File: src/link_irq_pkg.sv
/*
  Shared constants and carrier types for the serial link status and interrupt block.
  Assumes an 8-bit register port with a small byte address, one clock mclk.
*/
package link_irq_pkg;

  localparam int          LANES        = 8;
  localparam int          ADDR_W       = 12;
  localparam int          DATA_W       = 8;

  // register offsets
  localparam logic [11:0] OFS_CHKSUM   = 12'h472;
  localparam logic [11:0] OFS_INITSYNC = 12'h473;
  localparam logic [11:0] OFS_OCTETS   = 12'h476;
  localparam logic [11:0] OFS_TESTCTL  = 12'h477;
  localparam logic [11:0] OFS_KCOUNT   = 12'h478;
  localparam logic [11:0] OFS_IRQVEC   = 12'h47a;

  // field positions
  localparam int          BIT_IRQ_RST      = 7;
  localparam int          BIT_TEST_MODE    = 7;
  localparam int          BIT_THRESH_EN    = 3;
  localparam int          BIT_VEC_DISP     = 7;
  localparam int          BIT_VEC_NIT      = 6;
  localparam int          BIT_VEC_UCC      = 5;
  localparam int          BIT_VEC_INITSYNC = 3;
  localparam int          BIT_VEC_CHKSUM   = 2;
  localparam int          BIT_VEC_FRAME    = 1;
  localparam int          BIT_VEC_CODEGRP  = 0;

  // reset values, legal octet settings and used-bit masks
  localparam logic [7:0]  RST_OCTETS   = 8'h01;
  localparam logic [7:0]  RST_TESTCTL  = 8'h00;
  localparam logic [7:0]  RST_KCOUNT   = 8'h01;
  localparam logic [7:0]  RST_MASK     = 8'h00;
  localparam logic [7:0]  OCTETS_ONE   = 8'h01;
  localparam logic [7:0]  OCTETS_TWO   = 8'h02;
  localparam logic [7:0]  OCTETS_FOUR  = 8'h04;
  localparam logic [7:0]  VEC_USED     = 8'hef;
  localparam logic [7:0]  TESTCTL_USED = 8'h88;

  localparam int          STAGE_CNT    = 3;

  // per-lane live status from the link layer
  typedef struct packed {
    logic [LANES-1:0] chksum_ok;
    logic [LANES-1:0] init_sync;
    logic [LANES-1:0] frame_sync;
    logic [LANES-1:0] code_group;
  } lane_status_t;

  // per-lane threshold hits from the error counters
  typedef struct packed {
    logic [LANES-1:0] disparity;
    logic [LANES-1:0] not_in_table;
    logic [LANES-1:0] unexpected;
  } lane_errors_t;

  typedef struct packed {
    logic              wr;
    logic              rd;
    logic [ADDR_W-1:0] addr;
    logic [DATA_W-1:0] wdata;
  } reg_req_t;

endpackage : link_irq_pkg

File: src/serial_link_irq_status.sv
/*
  Status and interrupt aggregation for a multi-lane serial receive link.
  Assumes a byte-wide register port in the mclk domain and link status on asynchronous wires.
*/
// Notes on behaviour
// - checksum bit per lane: 1 good, 0 bad
// - write 1 to bit 7 clears checksum interrupt
// - initial sync bits, bit 7 clears, vector bit 3
// - lost sync also raises sync request output when test mode bit 7 is clear
// - octets per frame only 1, 2, 4; reset 1
// - test mode bit 7 keeps accepting alignment frames
// - multiframe count is frames over four, reset 1
// - disparity enable plus threshold hit pulls irq low
// - not-in-table enable plus hit pulls irq low
// - unexpected control enable plus hit pulls irq low
// - initial sync enable plus failure pulls irq low
// - checksum enable plus bad checksum pulls irq low
// - frame sync enable plus failure pulls irq low
// - code group enable plus failure pulls irq low
// - per-lane error bit sets at common threshold
`timescale 1ns/1ps
module serial_link_irq_status
  import link_irq_pkg::*;
#(
  parameter int NLANES = LANES
)(
  input  wire logic                mclk,
  input  wire logic                rstn,
  input  wire logic                clk_en,
  input  wire reg_req_t            reg_req,
  output      logic [DATA_W-1:0]   reg_rdata,
  output      logic                reg_rvalid,
  input  wire lane_status_t        lane_status,
  input  wire lane_errors_t        lane_errors,
  input  wire logic [2:0]          sync_request_mask,
  output      logic                irq_n,
  output      logic                sync_request_out,
  output      logic [DATA_W-1:0]   octets_per_frame,
  output      logic                alignment_test_mode,
  output      logic                threshold_mask_enable,
  output      logic [DATA_W-1:0]   alignment_multiframes_div4,
  output      logic [DATA_W-1:0]   error_clear_lanes
);

  // reset release through two flops
  logic rst_meta_q;
  logic rst_n;

  always_ff @(posedge mclk or negedge rstn)
  begin
    if (!rstn)
    begin
      rst_meta_q <= 1'b0;
      rst_n      <= 1'b0;
    end
    else
    begin
      rst_meta_q <= 1'b1;
      rst_n      <= rst_meta_q;
    end
  end

  // all link-side status crosses into mclk first
  localparam int SYNC_W = 7 * NLANES;

  // good levels idle high; they cross inverted so the all-zero synchroniser reset
  // does not read as a failure on every lane and latch false sticky flags
  localparam logic [SYNC_W-1:0] GOOD_FLIP = {{(4 * NLANES){1'b1}}, {(3 * NLANES){1'b0}}};

  logic [SYNC_W-1:0] raw_all;
  logic [SYNC_W-1:0] syn_all;

  assign raw_all = GOOD_FLIP ^ {lane_status.chksum_ok, lane_status.init_sync, lane_status.frame_sync,
                                lane_status.code_group, lane_errors.disparity, lane_errors.not_in_table,
                                lane_errors.unexpected};

  status_sync #(
    .WIDTH (SYNC_W)
  ) u_sync (
    .mclk     (mclk),
    .rst_n    (rst_n),
    .ce       (clk_en),
    .async_in (raw_all),
    .sync_out (syn_all)
  );

  logic [NLANES-1:0] chk_live;
  logic [NLANES-1:0] init_live;
  logic [NLANES-1:0] frame_live;
  logic [NLANES-1:0] code_live;
  logic [NLANES-1:0] disp_live;
  logic [NLANES-1:0] nit_live;
  logic [NLANES-1:0] ucc_live;

  assign {chk_live, init_live, frame_live, code_live, disp_live, nit_live, ucc_live} = GOOD_FLIP ^ syn_all;

  // register write decode
  logic wr_chk;
  logic wr_init;
  logic wr_oct;
  logic wr_test;
  logic wr_k;
  logic wr_vec;
  logic clr_chk;
  logic clr_init;

  assign wr_chk   = clk_en && reg_req.wr && (reg_req.addr == OFS_CHKSUM);
  assign wr_init  = clk_en && reg_req.wr && (reg_req.addr == OFS_INITSYNC);
  assign wr_oct   = clk_en && reg_req.wr && (reg_req.addr == OFS_OCTETS);
  assign wr_test  = clk_en && reg_req.wr && (reg_req.addr == OFS_TESTCTL);
  assign wr_k     = clk_en && reg_req.wr && (reg_req.addr == OFS_KCOUNT);
  assign wr_vec   = clk_en && reg_req.wr && (reg_req.addr == OFS_IRQVEC);
  assign clr_chk  = wr_chk && reg_req.wdata[BIT_IRQ_RST];
  assign clr_init = wr_init && reg_req.wdata[BIT_IRQ_RST];

  // failure records, sticky for checksum and initial sync only; a failure is a lane reading 0
  logic [NLANES-1:0] chk_fail_q;
  logic [NLANES-1:0] init_fail_q;
  logic [NLANES-1:0] frame_fail_q;
  logic [NLANES-1:0] code_fail_q;
  logic              chk_any;
  logic              init_any;
  logic              frame_any;
  logic              code_any;

  sticky_lane_flags #(
    .WIDTH (NLANES)
  ) u_chk_flags (
    .mclk   (mclk),
    .rst_n  (rst_n),
    .ce     (clk_en),
    .fail   (~chk_live),
    .clear  (clr_chk),
    .flag_q (chk_fail_q),
    .any_q  (chk_any)
  );

  sticky_lane_flags #(
    .WIDTH (NLANES)
  ) u_init_flags (
    .mclk   (mclk),
    .rst_n  (rst_n),
    .ce     (clk_en),
    .fail   (~init_live),
    .clear  (clr_init),
    .flag_q (init_fail_q),
    .any_q  (init_any)
  );

  // frame and code group flags have no clear port in this block; they follow the live state
  always_ff @(posedge mclk or negedge rst_n)
  begin
    if (!rst_n)
    begin
      frame_fail_q <= '0;
      code_fail_q  <= '0;
      frame_any    <= 1'b0;
      code_any     <= 1'b0;
    end
    else if (clk_en)
    begin
      frame_fail_q <= ~frame_live;
      code_fail_q  <= ~code_live;
      frame_any    <= |(~frame_live);
      code_any     <= |(~code_live);
    end
  end

  // per-lane threshold hits; counters live upstream
  logic [NLANES-1:0] disp_hit_q;
  logic [NLANES-1:0] nit_hit_q;
  logic [NLANES-1:0] ucc_hit_q;

  always_ff @(posedge mclk or negedge rst_n)
  begin
    if (!rst_n)
    begin
      disp_hit_q <= '0;
      nit_hit_q  <= '0;
      ucc_hit_q  <= '0;
    end
    else if (clk_en)
    begin
      disp_hit_q <= disp_live;
      nit_hit_q  <= nit_live;
      ucc_hit_q  <= ucc_live;
    end
  end

  // configuration registers
  logic [DATA_W-1:0] oct_q;
  logic [DATA_W-1:0] test_q;
  logic [DATA_W-1:0] k_q;
  logic [DATA_W-1:0] mask_q;

  // octets per frame: illegal values are ignored, keeps last legal
  always_ff @(posedge mclk or negedge rst_n)
  begin
    if (!rst_n)
      oct_q <= RST_OCTETS;
    else if (wr_oct && (reg_req.wdata == OCTETS_ONE || reg_req.wdata == OCTETS_TWO ||
                        reg_req.wdata == OCTETS_FOUR))
      oct_q <= reg_req.wdata;
  end

  // test control keeps only its two live bits
  always_ff @(posedge mclk or negedge rst_n)
  begin
    if (!rst_n)
      test_q <= RST_TESTCTL;
    else if (wr_test)
      test_q <= reg_req.wdata & TESTCTL_USED;
  end

  // zero would stall the alignment sequence, so a zero write is dropped
  always_ff @(posedge mclk or negedge rst_n)
  begin
    if (!rst_n)
      k_q <= RST_KCOUNT;
    else if (wr_k && (reg_req.wdata != '0))
      k_q <= reg_req.wdata;
  end

  always_ff @(posedge mclk or negedge rst_n)
  begin
    if (!rst_n)
      mask_q <= RST_MASK;
    else if (wr_vec)
      mask_q <= reg_req.wdata & VEC_USED;
  end

  // per-class summary vector
  logic [DATA_W-1:0] vec;

  always_comb
  begin
    vec                   = '0;
    vec[BIT_VEC_DISP]     = |disp_hit_q;
    vec[BIT_VEC_NIT]      = |nit_hit_q;
    vec[BIT_VEC_UCC]      = |ucc_hit_q;
    vec[BIT_VEC_INITSYNC] = init_any;
    vec[BIT_VEC_CHKSUM]   = chk_any;
    vec[BIT_VEC_FRAME]    = frame_any;
    vec[BIT_VEC_CODEGRP]  = code_any;
  end

  // interrupt low while any enabled source is latched
  always_ff @(posedge mclk or negedge rst_n)
  begin
    if (!rst_n)
      irq_n <= 1'b1;
    else if (clk_en)
      irq_n <= ~|(vec & mask_q);
  end

  // sync request on lost sync outside test mode or on masked threshold classes
  logic thr_req;

  assign thr_req = test_q[BIT_THRESH_EN] && |(sync_request_mask & {|disp_hit_q, |nit_hit_q, |ucc_hit_q});

  always_ff @(posedge mclk or negedge rst_n)
  begin
    if (!rst_n)
      sync_request_out <= 1'b0;
    else if (clk_en)
      sync_request_out <= (|(~init_live) && !test_q[BIT_TEST_MODE]) || thr_req;
  end

  // lanes in error, offered to the counter bank
  always_ff @(posedge mclk or negedge rst_n)
  begin
    if (!rst_n)
      error_clear_lanes <= '0;
    else if (clk_en)
      error_clear_lanes <= disp_hit_q | nit_hit_q | ucc_hit_q;
  end

  // configuration outputs from flops
  always_ff @(posedge mclk or negedge rst_n)
  begin
    if (!rst_n)
    begin
      octets_per_frame           <= RST_OCTETS;
      alignment_test_mode        <= 1'b0;
      threshold_mask_enable      <= 1'b0;
      alignment_multiframes_div4 <= RST_KCOUNT;
    end
    else if (clk_en)
    begin
      octets_per_frame           <= oct_q;
      alignment_test_mode        <= test_q[BIT_TEST_MODE];
      threshold_mask_enable      <= test_q[BIT_THRESH_EN];
      alignment_multiframes_div4 <= k_q;
    end
  end

  // read mux; status registers show live good bits
  logic [DATA_W-1:0] rd_mux;

  always_comb
  begin
    case (reg_req.addr)
      OFS_CHKSUM:   rd_mux = chk_live;
      OFS_INITSYNC: rd_mux = init_live;
      OFS_OCTETS:   rd_mux = oct_q;
      OFS_TESTCTL:  rd_mux = test_q;
      OFS_KCOUNT:   rd_mux = k_q;
      OFS_IRQVEC:   rd_mux = vec;
      default:      rd_mux = '0;
    endcase
  end

  // read data one cycle after the strobe
  always_ff @(posedge mclk or negedge rst_n)
  begin
    if (!rst_n)
    begin
      reg_rdata  <= '0;
      reg_rvalid <= 1'b0;
    end
    else if (clk_en)
    begin
      reg_rvalid <= reg_req.rd;
      if (reg_req.rd)
        reg_rdata <= rd_mux;
    end
  end

endmodule : serial_link_irq_status

File: src/status_sync.sv
/*
  Three-stage synchroniser bank with agreement filter.
  Assumes inputs come from the link domain, unrelated to mclk.
*/
`timescale 1ns/1ps
module status_sync
  import link_irq_pkg::*;
#(
  parameter int WIDTH = 8
)(
  input  wire logic             mclk,
  input  wire logic             rst_n,
  input  wire logic             ce,
  input  wire logic [WIDTH-1:0] async_in,
  output      logic [WIDTH-1:0] sync_out
);

  logic [WIDTH-1:0] s1_q;
  logic [WIDTH-1:0] s2_q;
  logic [WIDTH-1:0] s3_q;

  // first stage feeds only the second
  always_ff @(posedge mclk or negedge rst_n)
  begin
    if (!rst_n)
    begin
      s1_q <= '0;
      s2_q <= '0;
      s3_q <= '0;
    end
    else if (ce)
    begin
      s1_q <= async_in;
      s2_q <= s1_q;
      s3_q <= s2_q;
    end
  end

  // a bit only moves once stages two and three agree
  genvar i;
  generate
    for (i = 0; i < WIDTH; i++)
    begin : g_bit
      always_ff @(posedge mclk or negedge rst_n)
      begin
        if (!rst_n)
          sync_out[i] <= 1'b0;
        else if (ce && (s2_q[i] == s3_q[i]))
          sync_out[i] <= s3_q[i];
      end
    end
  endgenerate

endmodule : status_sync

File: src/sticky_lane_flags.sv
/*
  Per-lane sticky failure flags for one error class.
  Assumes fail inputs are already in the mclk domain; clear is a one-cycle strobe.
*/
`timescale 1ns/1ps
module sticky_lane_flags
  import link_irq_pkg::*;
#(
  parameter int WIDTH = 8
)(
  input  wire logic             mclk,
  input  wire logic             rst_n,
  input  wire logic             ce,
  input  wire logic [WIDTH-1:0] fail,
  input  wire logic             clear,
  output      logic [WIDTH-1:0] flag_q,
  output      logic             any_q
);

  logic [WIDTH-1:0] flag_d;

  // a failure in the clear cycle survives the clear
  always_comb
  begin
    flag_d = (clear ? '0 : flag_q) | fail;
  end

  always_ff @(posedge mclk or negedge rst_n)
  begin
    if (!rst_n)
    begin
      flag_q <= '0;
      any_q  <= 1'b0;
    end
    else if (ce)
    begin
      flag_q <= flag_d;
      any_q  <= |flag_d;
    end
  end

endmodule : sticky_lane_flags

File: config.mk
export PLATFORM = sky130hd
export DESIGN_NAME = serial_link_irq_status
export DESIGN_NICKNAME = d
export VERILOG_FILES = /design/src/link_irq_pkg.sv /design/src/serial_link_irq_status.sv /design/src/status_sync.sv /design/src/sticky_lane_flags.sv
export SDC_FILE = /design/constraint.sdc
export NUM_CORES = 1
export LEC_CHECK = 0
export ABC_AREA = 1
export BUFFER_PORTS_ARGS = -buffer_cell sky130_fd_sc_hd__buf_4
export CORE_MARGIN = 2
export CORE_UTILIZATION = 44
export CTS_BUF_LIST = sky130_fd_sc_hd__clkbuf_2
export DETAILED_ROUTE_END_ITERATION = 7
export GPL_ROUTABILITY_DRIVEN = 0
export HOLD_SLACK_MARGIN = 0.06
export PLACE_DENSITY = 0.71
export SYNTH_ARGS = -nofsm -noshare
export SYNTH_HDL_FRONTEND = slang
export SYNTH_SLANG_ARGS = --single-unit
File: constraint.sdc
create_clock -name mclk -period 11.65 [get_ports mclk]
set_clock_uncertainty 0.05 [all_clocks]
set_input_delay 0.5825 -clock mclk [delete_from_list [all_inputs] [get_ports mclk]]
set_output_delay 0.5825 -clock mclk [all_outputs]
set_load 0.01 [all_outputs]
==> reports/summary.txt <==
largest net degree at the start of global routing -> 200
post-DP HPWL -> 18200 um
final-stage net count -> 1786
Final ANT Viol Nets -> 0
PD cells -> 153 mW/mm2
proportion of synthesized flip-flops having asynchronous set or reset -> 1.00
vias in the first global route -> 10100
WP data arrival -> 2.88 ns
vias after detailed routing -> 10600
number of fill cells -> 2745
clock-pin slew on the worst setup and hold paths -> 0.10 ns
number of rows created at floorplan -> 63
count of buffers added by post-CTS timing repair for setup -> 0
Vias/cell -> 4.94
launching point of the worst reg2reg path -> rst_n
leading cell types by total area after synthesis -> sky130_fd_sc_hd__dfrtp_1 (61%), sky130_fd_sc_hd__nand2_1 (17%), sky130_fd_sc_hd__o21ai_0 (6.1%)
Register-to-Register Setup Slack -> 9.60 ns
number of buffers on the longest clock path -> 3
mean routed wirelength per cell -> 13.5 um
class of the most critical setup path -> input port to flop
synthesized area per cell -> 8.99 um2
number of clock sinks seen by CTS -> 332
Max VDD drop -> 0.0553 mV
antenna violations before repair -> 1
quantity of I/O buffers inserted on ports -> 120
Synth Warn # -> 0
core area -> 0.0298 mm2
setup-violating endpoint count in the final report -> 0
Starting DRT DRC Count -> 757
top cell type by total area after synthesis -> sky130_fd_sc_hd__dfrtp_1
total wirelength of the detailed-routed design -> 28900 um
wire length of the first global-routing pass -> 48200 um
overall overflow remaining after global route -> 0
Slew Limit Headroom -> 0.292
count of endpoints failing hold in the final timing report -> 0
post-synthesis cell area -> 0.0134 mm2
status -> completed
DRC violations left -> 0
final standard cell area without fillers -> 0.0160 mm2
Leak Pwr -> 8.16 nW
placed inst area -> 0.0146 mm2
category of the worst setup path launch point -> input port
number of nets produced by synthesis -> 1575
share of final-layout standard cells stronger than drive strength 1 -> 0.167
most instantiated flip-flop cell in the synthesis netlist -> sky130_fd_sc_hd__dfrtp_1
area share of the largest cell type after synthesis -> 0.611
highest clock frequency the design can meet -> 460 MHz
deepest level of the CTS H-tree -> 3
latest clock arrival within the worst-skew pair -> 0.88 ns
area enclosed by the die boundary -> 0.0319 mm2
die extent in y -> 179 um
CTS buffer count -> 83
launch point of the critical path -> clk_en
Seq. cell area -> 0.00832 mm2
part of the Yosys area used for sequential elements -> 0.620
area taken by multi-input logic gates -> 0.00453 mm2
Sum Neg Setup Slack -> 0 ns
I/O pins -> 121
required time reported for the critical path endpoint -> 12.36 ns
flops & latches, synth -> 332
Crit. End Element -> flop
starting utilization of the core area -> 0.450
global router's overall resource usage -> 0.186
clock tree from TritonCTS -> yes
max-slew violations -> 0
Post-synth EDFFs -> 0
distinct cell type count of the synthesized netlist -> 38
die boundary width -> 179 um
min Tclk post-route -> 2.18 ns
setup repair after global routing missed its margin -> no
clock root buffer master -> sky130_fd_sc_hd__clkbuf_2
launch point of the worst hold path -> sync_request_mask[2]
highest net fanout along the worst path -> 199
Area growth, synth to finish -> 19.4%
HP Class -> input port to flop
part of the cycle the worst path needs -> 0.187
Worst Max-Slew Pin Slew -> 1.06 ns
number of violations of the max-capacitance limit -> 0
number of search-and-repair iterations in the first detailed-routing pass -> 5
Post-Syn Instances -> 1491
total design power -> 0.00245 W
-- cell type report --
type                       instances  area share
tap                              390      0.0305
timing repair buffer             191       0.102
sequential                       332       0.520
clock buffer                     120      0.0375
inverter                          72      0.0174
multi-input combinational       1022       0.283
clock inverter                    21     0.00899
antenna                            1    0.000156
-- cell families after synthesis --
| logic type | count (synthesis) | share of synthesized area |
|---|---|---|
| AND/OR/NAND/NOR | 769 | 0.231 |
| flip-flops | 332 | 0.620 |
| AO/OA/AOI/OAI | 252 | 0.107 |
| buffers and inverters | 137 | 0.0412 |
| other | 1 | 0.000280 |
-- report_power, final --
part           internal (W)  switching, W
Sequential          0.00128      0.000102
Clock              0.000319      0.000448
Combinational      0.000125      0.000174
-- sequential cells by signal, indices dropped and copies added (netlist names), 56 cells and up --
register and cells:
u_sync.sync_out 56, u_sync.s1_q 56, u_sync.s3_q 56, u_sync.s2_q 56
-- worst max-delay path, stage by stage --
cell	delay (ns)
sky130_fd_sc_hd__clkbuf_8	0.30
sky130_fd_sc_hd__inv_8	0.61
sky130_fd_sc_hd__buf_4	0.78
sky130_fd_sc_hd__o21ai_0	0.15
sky130_fd_sc_hd__nand2_1	0.11
-- path summary, 6_finish.rpt --
check | to | cells after the start
setup / recovery | u_sync.sync_out[13] | 5
hold / removal | sync_request_out | 4
setup reg to reg | oct_q[2] | 1
hold reg to reg | rst_n | 0
max in group asynchronous | oct_q[2] | 1
min in group asynchronous | u_sync.s2_q[30] | 0
-- what timing repair did --
action	4_1_cts	5_1_grt
hold endpoints to repair	77	0
hold buffers	67	0
resized for setup	0	0
-- per-stage QoR --
stage	std cells	util	hold WS, ns	setup WS [ns]
floorplan	1491	-	0.237	1.67
detailed placement	1940	0.489	0.288	8.71
CTS	2148	0.537	0.0608	9.40
global route	2149	0.537	0.0973	9.27
global placement	1940	0.489	0.289	8.71
finish	2149	0.537	0.123	9.47
-- placed cells by master (no fill, tap or decap), types with 2 or more instances in the layout --
master | synthesis | layout
sky130_fd_sc_hd__nand2_1 | 615 | 615
sky130_fd_sc_hd__dfrtp_1 | 327 | 326
sky130_fd_sc_hd__o21ai_0 | 164 | 164
sky130_fd_sc_hd__buf_4 | 1 | 121
sky130_fd_sc_hd__clkbuf_2 | 0 | 120
sky130_fd_sc_hd__nor2_1 | 98 | 98
sky130_fd_sc_hd__dlygate4sd3_1 | 0 | 67
sky130_fd_sc_hd__inv_1 | 66 | 66
sky130_fd_sc_hd__o211ai_1 | 26 | 26
sky130_fd_sc_hd__a31oi_1 | 16 | 16
sky130_fd_sc_hd__clkinv_1 | 2 | 15
sky130_fd_sc_hd__nand4_1 | 13 | 13
sky130_fd_sc_hd__nand3_1 | 11 | 11
sky130_fd_sc_hd__o22ai_1 | 11 | 11
sky130_fd_sc_hd__o21ai_1 | 10 | 10
sky130_fd_sc_hd__o21ai_2 | 9 | 9
sky130_fd_sc_hd__a41oi_1 | 8 | 8
sky130_fd_sc_hd__nand2_2 | 7 | 7
sky130_fd_sc_hd__inv_2 | 4 | 6
sky130_fd_sc_hd__nor4_1 | 6 | 6
sky130_fd_sc_hd__dfstp_2 | 5 | 5
sky130_fd_sc_hd__nor2_2 | 4 | 4
sky130_fd_sc_hd__nand3_4 | 3 | 3
sky130_fd_sc_hd__a21oi_1 | 3 | 3
sky130_fd_sc_hd__nor3_1 | 3 | 3
sky130_fd_sc_hd__nor3_2 | 2 | 2
sky130_fd_sc_hd__nand3_2 | 2 | 2
sky130_fd_sc_hd__a22oi_1 | 2 | 2
sky130_fd_sc_hd__o21a_1 | 2 | 2
sky130_fd_sc_hd__bufinv_16 | 0 | 2
sky130_fd_sc_hd__clkinvlp_4 | 0 | 2
sky130_fd_sc_hd__buf_12 | 0 | 2
-- metal layers --
layer,global-route usage,part of all wire,vias up
met2,0.272,0.44,272
met4,0.0725,0.018,0
li1,-,-,5276
met3,0.0382,0.053,42
met5,0,0,-
met1,0.272,0.49,5029
-- synthesized netlist by cell type, types with 3 or more instances --
cell,n
sky130_fd_sc_hd__inv_1,66
sky130_fd_sc_hd__inv_2,4
sky130_fd_sc_hd__nor3_1,3
sky130_fd_sc_hd__nor4_1,6
sky130_fd_sc_hd__nand2_1,615
sky130_fd_sc_hd__o21ai_1,10
sky130_fd_sc_hd__nand3_1,11
sky130_fd_sc_hd__o21ai_2,9
sky130_fd_sc_hd__o21ai_0,164
sky130_fd_sc_hd__buf_1,6
sky130_fd_sc_hd__nor2_2,4
sky130_fd_sc_hd__clkbuf_1,36
sky130_fd_sc_hd__nand2_2,7
sky130_fd_sc_hd__a31oi_1,16
sky130_fd_sc_hd__dfrtp_1,327
sky130_fd_sc_hd__nor2_1,98
sky130_fd_sc_hd__a41oi_1,8
sky130_fd_sc_hd__a21oi_1,3
sky130_fd_sc_hd__nand4_1,13
sky130_fd_sc_hd__o211ai_1,26
sky130_fd_sc_hd__nand3_4,3
sky130_fd_sc_hd__dfstp_2,5
sky130_fd_sc_hd__o22ai_1,11
sky130_fd_sc_hd__buf_2,21
No activity file was read; power rests on OpenSTA's default activity.
